[src/llc_pkg.sv]
// constants and helpers shared by the link-layer control register bank
`default_nettype none
package llc_pkg;
	localparam int ADDR_W = 12;
	localparam int REG_W  = 16;
	// printed register indices; byte address is four times the index
	localparam logic [7:0] IDX_CM_SET  = 8'h3c;
	localparam logic [7:0] IDX_CM_CLR  = 8'h3e;
	localparam logic [7:0] IDX_ACK_LEN = 8'h40;
	localparam logic [7:0] IDX_INI_RST = 8'h42;
	// field positions
	localparam int BIT_CYCLE_MASTER = 5;
	localparam int BIT_ACK_MODE     = 3;
	localparam int BIT_LINK_ENABLE  = 1;
	localparam int BIT_LINK_INIT    = 1;
	localparam int BIT_LINK_RESET   = 0;
	// reset values
	localparam logic RST_CYCLE_MASTER = 1'b1;
	localparam logic RST_ACK_MODE     = 1'b1;
	localparam logic RST_LINK_ENABLE  = 1'b1;
	localparam logic RST_LINK_INIT    = 1'b0;
	localparam logic RST_LINK_RESET   = 1'b0;
	// bus answers
	localparam logic [1:0] RESP_OKAY   = 2'h0;
	localparam logic [1:0] RESP_SLVERR = 2'h2;
	// acknowledge codes returned to the far node
	localparam logic [3:0] ACK_COMPLETE   = 4'h1;
	localparam logic [3:0] ACK_PENDING    = 4'h2;
	localparam logic [3:0] ACK_DATA_ERROR = 4'hd;
	localparam logic [3:0] ACK_TYPE_ERROR = 4'he;
	// kind of error seen in a received packet
	typedef enum logic [1:0] {
		ERR_NONE = 2'b00,
		ERR_DATA = 2'b01,
		ERR_TYPE = 2'b10
	} llc_err_e;

	// word index of a byte address, or all ones when misaligned
	function automatic logic [9:0] wordIndex(input logic [ADDR_W-1:0] addr);
		wordIndex = (addr[1:0] == 2'b00) ? addr[ADDR_W-1:2] : 10'h3ff;
	endfunction

	// true when the byte address hits one of the four registers
	function automatic logic isMapped(input logic [ADDR_W-1:0] addr);
		logic [9:0] idx;
		idx = wordIndex(addr);
		isMapped = (idx == {2'b00, IDX_CM_SET}) || (idx == {2'b00, IDX_CM_CLR})
			|| (idx == {2'b00, IDX_ACK_LEN}) || (idx == {2'b00, IDX_INI_RST});
	endfunction
endpackage
`default_nettype wire

[src/llc_regbus_if.sv]
// internal register access path between the bus slave and the register bank
`default_nettype none
interface llc_regbus_if;
	logic                           wrEn;
	logic [llc_pkg::ADDR_W-1:0]     wrAddr;
	logic [llc_pkg::REG_W-1:0]      wrData;
	logic                           wrLowByte;
	logic [llc_pkg::ADDR_W-1:0]     rdAddr;
	logic [llc_pkg::REG_W-1:0]      rdData;

	modport bus (
		output wrEn,
		output wrAddr,
		output wrData,
		output wrLowByte,
		output rdAddr,
		input  rdData
	);
	modport regs (
		input  wrEn,
		input  wrAddr,
		input  wrData,
		input  wrLowByte,
		input  rdAddr,
		output rdData
	);
endinterface
`default_nettype wire

[src/llc_link_regs.sv]
// link-layer control register bank with axi4-lite access and auto-ack selection
// Summary of operation
// writing one to set bit sets master
// writing one to clear bit clears master
// both registers read master; acts only when root
// mode zero: requests pending, responses complete
// mode one: read/lock pending, rest complete
// packet errors pick code by error kind
// link enable bit is read/write
// link init bit holds initialisation, readable
// link reset bit holds reset, readable
// reserved bits read zero, written zero
// reset: master, mode, enable one; others zero
`default_nettype none
module llc_link_regs (
	input  wire logic                       sys_clk,
	input  wire logic                       reset,
	input  wire logic [llc_pkg::ADDR_W-1:0] s_axi_awaddr,
	input  wire logic                       s_axi_awvalid,
	output logic                            s_axi_awready,
	input  wire logic [31:0]                s_axi_wdata,
	input  wire logic [3:0]                 s_axi_wstrb,
	input  wire logic                       s_axi_wvalid,
	output logic                            s_axi_wready,
	output logic [1:0]                      s_axi_bresp,
	output logic                            s_axi_bvalid,
	input  wire logic                       s_axi_bready,
	input  wire logic [llc_pkg::ADDR_W-1:0] s_axi_araddr,
	input  wire logic                       s_axi_arvalid,
	output logic                            s_axi_arready,
	output logic [31:0]                     s_axi_rdata,
	output logic [1:0]                      s_axi_rresp,
	output logic                            s_axi_rvalid,
	input  wire logic                       s_axi_rready,
	input  wire logic                       isRoot,
	input  wire logic                       pktDone,
	input  wire logic                       pktIsResponse,
	input  wire logic                       pktIsReadLock,
	input  wire logic [1:0]                 pktErr,
	output logic                            cycleMaster,
	output logic                            ackMode,
	output logic                            linkEnable,
	output logic                            linkInit,
	output logic                            linkReset,
	output logic                            cycleMasterActive,
	output logic                            ackValid,
	output logic [3:0]                      ackCode
);
	llc_regbus_if rb ();

	logic       wrSet;
	logic       wrClr;
	logic       wrAck;
	logic       wrIni;
	logic [9:0] wrIdx;
	logic [9:0] rdIdx;

	llc_axil_slave u_slave (
		.sys_clk       (sys_clk),
		.reset         (reset),
		.s_axi_awaddr  (s_axi_awaddr),
		.s_axi_awvalid (s_axi_awvalid),
		.s_axi_awready (s_axi_awready),
		.s_axi_wdata   (s_axi_wdata),
		.s_axi_wstrb   (s_axi_wstrb),
		.s_axi_wvalid  (s_axi_wvalid),
		.s_axi_wready  (s_axi_wready),
		.s_axi_bresp   (s_axi_bresp),
		.s_axi_bvalid  (s_axi_bvalid),
		.s_axi_bready  (s_axi_bready),
		.s_axi_araddr  (s_axi_araddr),
		.s_axi_arvalid (s_axi_arvalid),
		.s_axi_arready (s_axi_arready),
		.s_axi_rdata   (s_axi_rdata),
		.s_axi_rresp   (s_axi_rresp),
		.s_axi_rvalid  (s_axi_rvalid),
		.s_axi_rready  (s_axi_rready),
		.rb            (rb)
	);

	// register decode; a write whose low byte lane is off changes nothing
	assign wrIdx = llc_pkg::wordIndex(rb.wrAddr);
	assign rdIdx = llc_pkg::wordIndex(rb.rdAddr);
	assign wrSet = rb.wrEn && rb.wrLowByte && wrIdx == {2'b00, llc_pkg::IDX_CM_SET};
	assign wrClr = rb.wrEn && rb.wrLowByte && wrIdx == {2'b00, llc_pkg::IDX_CM_CLR};
	assign wrAck = rb.wrEn && rb.wrLowByte && wrIdx == {2'b00, llc_pkg::IDX_ACK_LEN};
	assign wrIni = rb.wrEn && rb.wrLowByte && wrIdx == {2'b00, llc_pkg::IDX_INI_RST};

	// shared cycle-master bit: one register sets it, the other clears it
	always_ff @(posedge sys_clk or posedge reset) begin
		if (reset) begin
			cycleMaster <= llc_pkg::RST_CYCLE_MASTER;
		end else if (wrSet && rb.wrData[llc_pkg::BIT_CYCLE_MASTER]) begin
			cycleMaster <= 1'b1;
		end else if (wrClr && rb.wrData[llc_pkg::BIT_CYCLE_MASTER]) begin
			cycleMaster <= 1'b0;
		end
	end

	// master role takes effect only while this node is root
	always_ff @(posedge sys_clk or posedge reset) begin
		if (reset)
			cycleMasterActive <= 1'b0;
		else
			cycleMasterActive <= cycleMaster && isRoot;
	end

	// acknowledge mode and link enable; written bits outside the fields are dropped
	always_ff @(posedge sys_clk or posedge reset) begin
		if (reset) begin
			ackMode    <= llc_pkg::RST_ACK_MODE;
			linkEnable <= llc_pkg::RST_LINK_ENABLE;
		end else if (wrAck) begin
			ackMode    <= rb.wrData[llc_pkg::BIT_ACK_MODE];
			linkEnable <= rb.wrData[llc_pkg::BIT_LINK_ENABLE];
		end
	end

	// init and reset are plain levels held until software writes them back to zero
	always_ff @(posedge sys_clk or posedge reset) begin
		if (reset) begin
			linkInit  <= llc_pkg::RST_LINK_INIT;
			linkReset <= llc_pkg::RST_LINK_RESET;
		end else if (wrIni) begin
			linkInit  <= rb.wrData[llc_pkg::BIT_LINK_INIT];
			linkReset <= rb.wrData[llc_pkg::BIT_LINK_RESET];
		end
	end

	// readback; every bit not listed reads zero
	always_comb begin
		rb.rdData = '0;
		case (rdIdx)
			{2'b00, llc_pkg::IDX_CM_SET},
			{2'b00, llc_pkg::IDX_CM_CLR}: rb.rdData[llc_pkg::BIT_CYCLE_MASTER] = cycleMaster;
			{2'b00, llc_pkg::IDX_ACK_LEN}: begin
				rb.rdData[llc_pkg::BIT_ACK_MODE]    = ackMode;
				rb.rdData[llc_pkg::BIT_LINK_ENABLE] = linkEnable;
			end
			{2'b00, llc_pkg::IDX_INI_RST}: begin
				rb.rdData[llc_pkg::BIT_LINK_INIT]  = linkInit;
				rb.rdData[llc_pkg::BIT_LINK_RESET] = linkReset;
			end
			default: rb.rdData = '0;
		endcase
	end

	// acknowledge selection follows the live mode bit
	llc_ack_select u_ack (
		.sys_clk       (sys_clk),
		.reset         (reset),
		.ackMode       (ackMode),
		.pktDone       (pktDone),
		.pktIsResponse (pktIsResponse),
		.pktIsReadLock (pktIsReadLock),
		.pktErr        (llc_pkg::llc_err_e'(pktErr)),
		.ackValid      (ackValid),
		.ackCode       (ackCode)
	);

	// checks
	a_cm_set_write: assert property (@(posedge sys_clk) disable iff (reset)
		wrSet && rb.wrData[llc_pkg::BIT_CYCLE_MASTER] |=> cycleMaster)
		else $error("cycle master not set by set write");

	a_cm_clr_write: assert property (@(posedge sys_clk) disable iff (reset)
		wrClr && rb.wrData[llc_pkg::BIT_CYCLE_MASTER] |=> !cycleMaster)
		else $error("cycle master not cleared by clear write");

	a_cm_zero_keeps: assert property (@(posedge sys_clk) disable iff (reset)
		(wrSet || wrClr) && !rb.wrData[llc_pkg::BIT_CYCLE_MASTER]
		|=> $stable(cycleMaster))
		else $error("zero write moved cycle master");

	a_cm_active_root: assert property (@(posedge sys_clk) disable iff (reset)
		##1 cycleMasterActive == ($past(cycleMaster) && $past(isRoot)))
		else $error("master role active without root");

	// the qualifiers are taken from the pktDone cycle; a packet right behind keeps the strobe up
	a_ack_mode_zero: assert property (@(posedge sys_clk) disable iff (reset)
		pktDone && !ackMode && pktErr == 2'b00 |=> ackValid
		&& ackCode == ($past(pktIsResponse) ? llc_pkg::ACK_COMPLETE : llc_pkg::ACK_PENDING)
		##1 (!ackValid || $past(pktDone)))
		else $error("wrong ack code in mode zero");

	a_ack_mode_one: assert property (@(posedge sys_clk) disable iff (reset)
		pktDone && ackMode && pktErr == 2'b00 && !pktIsResponse && !pktIsReadLock
		|=> ackValid && ackCode == 4'h1)
		else $error("write request not completed in mode one");

	a_ack_error: assert property (@(posedge sys_clk) disable iff (reset)
		pktDone && pktErr == 2'b01 |=> ackValid && ackCode == 4'hd)
		else $error("data error code not returned");

	a_link_enable: assert property (@(posedge sys_clk) disable iff (reset)
		wrAck |=> linkEnable == $past(rb.wrData[1]) && ackMode == $past(rb.wrData[3]))
		else $error("ack and enable register not written");

	a_init_hold: assert property (@(posedge sys_clk) disable iff (reset)
		linkInit && !wrIni |=> linkInit)
		else $error("link init released without a write");

	// reset level follows a write and otherwise stays put
	a_reset_hold: assert property (@(posedge sys_clk) disable iff (reset)
		##1 linkReset == ($past(wrIni) ? $past(rb.wrData[llc_pkg::BIT_LINK_RESET])
		: $past(linkReset)))
		else $error("link reset not taken from write or not held");

	a_reserved_zero: assert property (@(posedge sys_clk) disable iff (reset)
		s_axi_rvalid |-> s_axi_rdata[31:6] == '0 && s_axi_rdata[4] == 1'b0
		&& s_axi_rdata[2] == 1'b0)
		else $error("reserved bits read nonzero");

	a_reset_values: assert property (@(posedge sys_clk)
		$fell(reset) |-> cycleMaster && ackMode && linkEnable && !linkInit && !linkReset)
		else $error("wrong values after reset");
endmodule
`default_nettype wire

[src/llc_axil_slave.sv]
// axi4-lite slave that turns bus transfers into single-cycle register accesses
`default_nettype none
module llc_axil_slave (
	input  wire logic                       sys_clk,
	input  wire logic                       reset,
	input  wire logic [llc_pkg::ADDR_W-1:0] s_axi_awaddr,
	input  wire logic                       s_axi_awvalid,
	output logic                            s_axi_awready,
	input  wire logic [31:0]                s_axi_wdata,
	input  wire logic [3:0]                 s_axi_wstrb,
	input  wire logic                       s_axi_wvalid,
	output logic                            s_axi_wready,
	output logic [1:0]                      s_axi_bresp,
	output logic                            s_axi_bvalid,
	input  wire logic                       s_axi_bready,
	input  wire logic [llc_pkg::ADDR_W-1:0] s_axi_araddr,
	input  wire logic                       s_axi_arvalid,
	output logic                            s_axi_arready,
	output logic [31:0]                     s_axi_rdata,
	output logic [1:0]                      s_axi_rresp,
	output logic                            s_axi_rvalid,
	input  wire logic                       s_axi_rready,
	llc_regbus_if.bus                       rb
);
	logic                       awHeld;
	logic                       wHeld;
	logic [llc_pkg::ADDR_W-1:0] awAddr;
	logic [15:0]                wData;
	logic                       wLow;
	logic                       wrFire;

	// address and data may arrive in either order; each is held until both are in
	assign s_axi_awready = !awHeld;
	assign s_axi_wready  = !wHeld;
	assign wrFire        = awHeld && wHeld && !s_axi_bvalid;
	assign s_axi_arready = !s_axi_rvalid;

	assign rb.wrEn      = wrFire;
	assign rb.wrAddr    = awAddr;
	assign rb.wrData    = wData;
	assign rb.wrLowByte = wLow;
	assign rb.rdAddr    = s_axi_araddr;

	// capture write address
	always_ff @(posedge sys_clk or posedge reset) begin
		if (reset) begin
			awHeld <= 1'b0;
			awAddr <= '0;
		end else if (s_axi_awvalid && !awHeld) begin
			awHeld <= 1'b1;
			awAddr <= s_axi_awaddr;
		end else if (wrFire) begin
			awHeld <= 1'b0;
		end
	end

	// capture write data; only the low two lanes carry register bits
	always_ff @(posedge sys_clk or posedge reset) begin
		if (reset) begin
			wHeld <= 1'b0;
			wData <= '0;
			wLow  <= 1'b0;
		end else if (s_axi_wvalid && !wHeld) begin
			wHeld <= 1'b1;
			wData <= s_axi_wdata[15:0];
			wLow  <= s_axi_wstrb[0];
		end else if (wrFire) begin
			wHeld <= 1'b0;
		end
	end

	// write response raised on the same edge as the register update
	always_ff @(posedge sys_clk or posedge reset) begin
		if (reset) begin
			s_axi_bvalid <= 1'b0;
			s_axi_bresp  <= llc_pkg::RESP_OKAY;
		end else if (wrFire) begin
			s_axi_bvalid <= 1'b1;
			s_axi_bresp  <= llc_pkg::isMapped(awAddr) ? llc_pkg::RESP_OKAY
				: llc_pkg::RESP_SLVERR;
		end else if (s_axi_bready) begin
			s_axi_bvalid <= 1'b0;
		end
	end

	// read data registered from the bank; unmapped reads answer zero and an error
	always_ff @(posedge sys_clk or posedge reset) begin
		if (reset) begin
			s_axi_rvalid <= 1'b0;
			s_axi_rdata  <= '0;
			s_axi_rresp  <= llc_pkg::RESP_OKAY;
		end else if (s_axi_arvalid && !s_axi_rvalid) begin
			s_axi_rvalid <= 1'b1;
			s_axi_rdata  <= {16'h0000, rb.rdData};
			s_axi_rresp  <= llc_pkg::isMapped(s_axi_araddr) ? llc_pkg::RESP_OKAY
				: llc_pkg::RESP_SLVERR;
		end else if (s_axi_rready) begin
			s_axi_rvalid <= 1'b0;
		end
	end
endmodule
`default_nettype wire

[src/llc_ack_select.sv]
// picks the acknowledge code returned for each received packet
`default_nettype none
module llc_ack_select (
	input  wire logic              sys_clk,
	input  wire logic              reset,
	input  wire logic              ackMode,
	input  wire logic              pktDone,
	input  wire logic              pktIsResponse,
	input  wire logic              pktIsReadLock,
	input  wire llc_pkg::llc_err_e pktErr,
	output logic                   ackValid,
	output logic [3:0]             ackCode
);
	logic [3:0] next_ackCode;

	// error kind takes priority over the mode; otherwise mode picks pending or complete
	always_comb begin
		case (pktErr)
			llc_pkg::ERR_DATA: next_ackCode = llc_pkg::ACK_DATA_ERROR;
			llc_pkg::ERR_TYPE: next_ackCode = llc_pkg::ACK_TYPE_ERROR;
			llc_pkg::ERR_NONE: begin
				if (pktIsResponse)
					next_ackCode = llc_pkg::ACK_COMPLETE;
				else if (!ackMode || pktIsReadLock)
					next_ackCode = llc_pkg::ACK_PENDING;
				else
					next_ackCode = llc_pkg::ACK_COMPLETE;
			end
			default: next_ackCode = llc_pkg::ACK_TYPE_ERROR;
		endcase
	end

	// one-cycle strobe with the code, one cycle after the packet ends
	always_ff @(posedge sys_clk or posedge reset) begin
		if (reset) begin
			ackValid <= 1'b0;
			ackCode  <= 4'h0;
		end else begin
			ackValid <= pktDone;
			if (pktDone)
				ackCode <= next_ackCode;
		end
	end
endmodule
`default_nettype wire

[config.mk]
export PLATFORM = sky130hd
export DESIGN_NAME = llc_link_regs
export DESIGN_NICKNAME = d
export VERILOG_FILES = /design/src/llc_pkg.sv /design/src/llc_regbus_if.sv /design/src/llc_link_regs.sv /design/src/llc_axil_slave.sv /design/src/llc_ack_select.sv
export SDC_FILE = /design/constraint.sdc
export NUM_CORES = 1
export LEC_CHECK = 0
export ABC_AREA = 1
export BUFFER_PORTS_ARGS = -buffer_cell sky130_fd_sc_hd__buf_2
export CORE_MARGIN = 4
export CORE_UTILIZATION = 47
export CTS_BUF_LIST = sky130_fd_sc_hd__clkbuf_2 sky130_fd_sc_hd__clkbuf_4 sky130_fd_sc_hd__clkbuf_8
export DETAILED_ROUTE_END_ITERATION = 12
export MAX_ROUTING_LAYER = met4
export PLACE_DENSITY_LB_ADDON = 0.1
export REMOVE_ABC_BUFFERS = 1
export SETUP_SLACK_MARGIN = 0.02
export SYNTH_ARGS = -nofsm -noshare
export SYNTH_HDL_FRONTEND = slang
export SYNTH_SLANG_ARGS = --single-unit
[constraint.sdc]
create_clock -name sys_clk -period 3.1 [get_ports sys_clk]
set_clock_uncertainty 0.05 [all_clocks]
set_input_delay 0.465 -clock sys_clk [delete_from_list [all_inputs] [get_ports sys_clk]]
set_output_delay 0.465 -clock sys_clk [all_outputs]
set_load 0.01 [all_outputs]
==> impl_metrics.py <==
metrics = {
    "synth": {
        "async_flop_share": 1.00,
        "synthFlopType": "dfrtp_1",
        "synth_area_leader_cell": "dfrtp_1",
        "synth_top_area_share": 0.451,
        "syn-mean-instance-area_sq_um": 8.73,
        "syn_inst": 216,
        "synth_cell_types": 23,
        "synthTopCellsByArea": "dfrtp_1 (45%), buf_4 (13%), inv_1 (5.6%), nand2_1 (5.6%), nor2_1 (5.0%)",
        "yosysMostFrequentCell": "dfrtp_1",
        "synth_common_cells": "dfrtp_1 (34), buf_4 (32), inv_1 (28), nand2_1 (28), nor2_1 (25)",
        "seq_area_frac_synth": 0.493,
        "synth_seq_cells": 37,
        "netlist_area_sq_um": 1890,
        "synth-edff-count": 0,
        "synth_warnings": 0,
    },
    "worst_setup_path": {
        "critPathTopFamily": "flip-flops",
        "endpoint_kind": "output pin",
        "slowest_delay_ps": 560,
        "cp_num_buf_inv": 1,
        "path_cells": "buf_2",
        "worstReg2RegStart": "u_slave.rb.wrAddr[1]$_DFFE_PP0P_",
        "worstRegToRegCells": 6,
        "crit_type": "flip-flop to output pin",
        "start_kind": "flip-flop",
        "r2r_setup_slack_ps": 1780,
        "cp.required_ps": 2580,
        "r2r-end": "linkInit$_DFFE_PP0P_",
        "worst-path-max-fanout": 4,
        "cp.arrival_ps": 980,
        "slowest_stage": "dfstp_2",
    },
    "routing": {
        "drc_errors": 0,
        "viasPerCell": 4.58,
        "post_drt_wl_per_cell_microns": 10.6,
        "drtPass1Iterations": 6,
        "wirelength_mm": 3.53,
        "dr_total_vias": 1520,
        "ant_nets": 0,
        "drtIter0Drc": 66,
    },
    "timing": {
        "finalHoldWorstSlack_ps": 219,
        "slew_violations": 0,
        "fin_crit_sh": 0.481,
        "clock.fmax_mhz": 670,
        "hold_violations": 0,
        "rsz0062_at_grt": "false",
        "fin_ws_ps": 1610,
        "setup_tns_ps": 0,
        "fin_crit_ps": 1490,
        "finalSetupViolCount": 0,
    },
    "layout": {
        "fin_area_sq_um": 2250,
        "layout.nets": 356,
        "syn2layout_area_growth_pct": 19.4,
        "fillers": 385,
        "insertedDiodeCount": 0,
        "drive_gt1_frac": 0.327,
    },
    "grt": {
        "grt-ovfl-total": 0,
        "grt_pass1_wl_mm": 6.26,
        "grt_pass1_vias": 1444,
        "grt_max_degree": 38,
        "grtUsageTotal": 0.157,
        "antenna_found_initial": 0,
    },
    "placement": {
        "routabilityCongestion": 0.832,
        "placed_area_sq_um": 2130,
        "dpl_worst_slack_ps": 1670,
        "io_buffers": 63,
        "dpl.hpwl_mm": 2.82,
    },
    "clock_network": {
        "htree_levels": 2,
        "numCtsBuffers": 5,
        "post_cts_resize_count": 0,
        "cts_hold_buffers": 0,
        "clk_pin_slew_ps": 70,
        "cts_sinks": 37,
        "cts_max_path_buffers": 2,
        "postCtsSetupRepairBufs": 0,
        "cts_tree": "built",
        "cts_root_buf": "clkbuf_8",
        "insertion_delay_ps": 280,
    },
    "die": {
        "die_h_microns": 71.3,
        "num_rows": 22,
        "die_x_microns": 71.3,
        "io_pins": 125,
        "start_util": 0.500,
        "core_sq_um": 3770,
        "die_area_sq_um": 5090,
    },
    "power_and_ir_drop": {
        "p_sw_frac": 0.307,
        "internal_power_w": 0.00105,
        "p_seq_frac": 0.453,
        "power.switching_w": 0.000463,
        "p_per_area_nw_per_um2": 670,
        "power.share.combinational": 0.265,
        "power.leakage_nw": 1.23,
        "clockPowerShare": 0.283,
        "peakVddDrop_mv": 0.365,
    },
    "job": {
        "maxCapViolations": 0,
    },
    "worst_hold_path": {
        "worstHoldPathType": "input pin to async pin",
    },
    "outcome": {
        "status": "finished, final reports clean",
    },
}
[placed cells by master (no fill, tap or decap), drive strengths merged, types with 2 or more instances in the layout]
cell type,Yosys,routed
a21oi,12,12
nand3,16,16
inv,28,28
dfrtp,34,34
nand4,2,2
nor3,4,4
mux2,6,6
nor2,30,30
nand2,31,31
buf,33,64
clkbuf,0,7
o21ai,13,13
conb,1,30
dfstp,3,3
[power by group through the flow]
stage / logic [W] / registers (W) / clock network [W]
2_1_floorplan: 0.000277 / 0.000691 / 0
3_3_place_gp: 0.000395 / 0.000689 / 0
3_5_place_dp: 0.000405 / 0.000693 / 0
4_1_cts: 0.000406 / 0.000684 / 0.000441
5_1_grt: 0.000469 / 0.000702 / 0.000468
6_report: 0.000399 / 0.000683 / 0.000426
[state kept, by name, indices dropped and copies added (netlist names), 3 cells and up]
name                 flops
u_slave.s_axi_rdata      4
u_slave.rb.wrData        4
u_slave.rb.wrAddr       12
u_ack.ackCode            3
[how the worst max path moves through the flow]
stage          slack, ps                                  to               startpoint  cells after the start
2_1_floorplan       1760         cycleMasterActive$_DFF_PP0_                    reset                      1
3_3_place_gp        1670  u_slave.s_axi_rresp[1]$_DFFE_PP0P_          s_axi_araddr[1]                      7
3_5_place_dp        1670  u_slave.s_axi_rresp[1]$_DFFE_PP0P_          s_axi_araddr[1]                      7
4_1_cts             1590                         cycleMaster  cycleMaster$_DFFE_PP1P_                      1
5_1_grt             1570                         cycleMaster  cycleMaster$_DFFE_PP1P_                      1
6_report            1610                         cycleMaster  cycleMaster$_DFFE_PP1P_                      1
[cell type report]
class | count | area (sq um) | share of cell area
inverter | 28 | 105 | 0.0467
clock buffer | 7 | 90.1 | 0.0400
timing repair buffer | 64 | 323 | 0.143
multi-input combinational | 147 | 714 | 0.317
tap | 48 | 60.1 | 0.0267
sequential | 37 | 930 | 0.413
clock inverter | 1 | 30.0 | 0.0133
[routing by layer]
layer  routed length [microns]  part of all wire  track usage
met1                      1400              0.39        0.191
met3                       373              0.11       0.0351
met4                        36             0.010       0.0501
met2                      1730              0.49        0.259
met5                         0                 0            -
[kinds of logic (layout without fill, tap and decap cells)]
group           count (synthesis)  in the layout  synth area share
buf+inv                        61            100             0.186
other cells                     1             30           0.00199
compound gates                 26             26            0.0703
simple gates                   85             85             0.213
flops                          37             37             0.493
mux                             6              6            0.0358
[stage by stage]
stage / cells / power [W] / util
2_1_floorplan: 212 / 0.000968 / -
3_3_place_gp: 324 / 0.00108 / 0.565
3_5_place_dp: 324 / 0.00110 / 0.565
4_1_cts: 332 / 0.00153 / 0.597
5_1_grt: 332 / 0.00164 / 0.597
6_report: 332 / 0.00151 / 0.597
(Power assumes the default switching activity.)
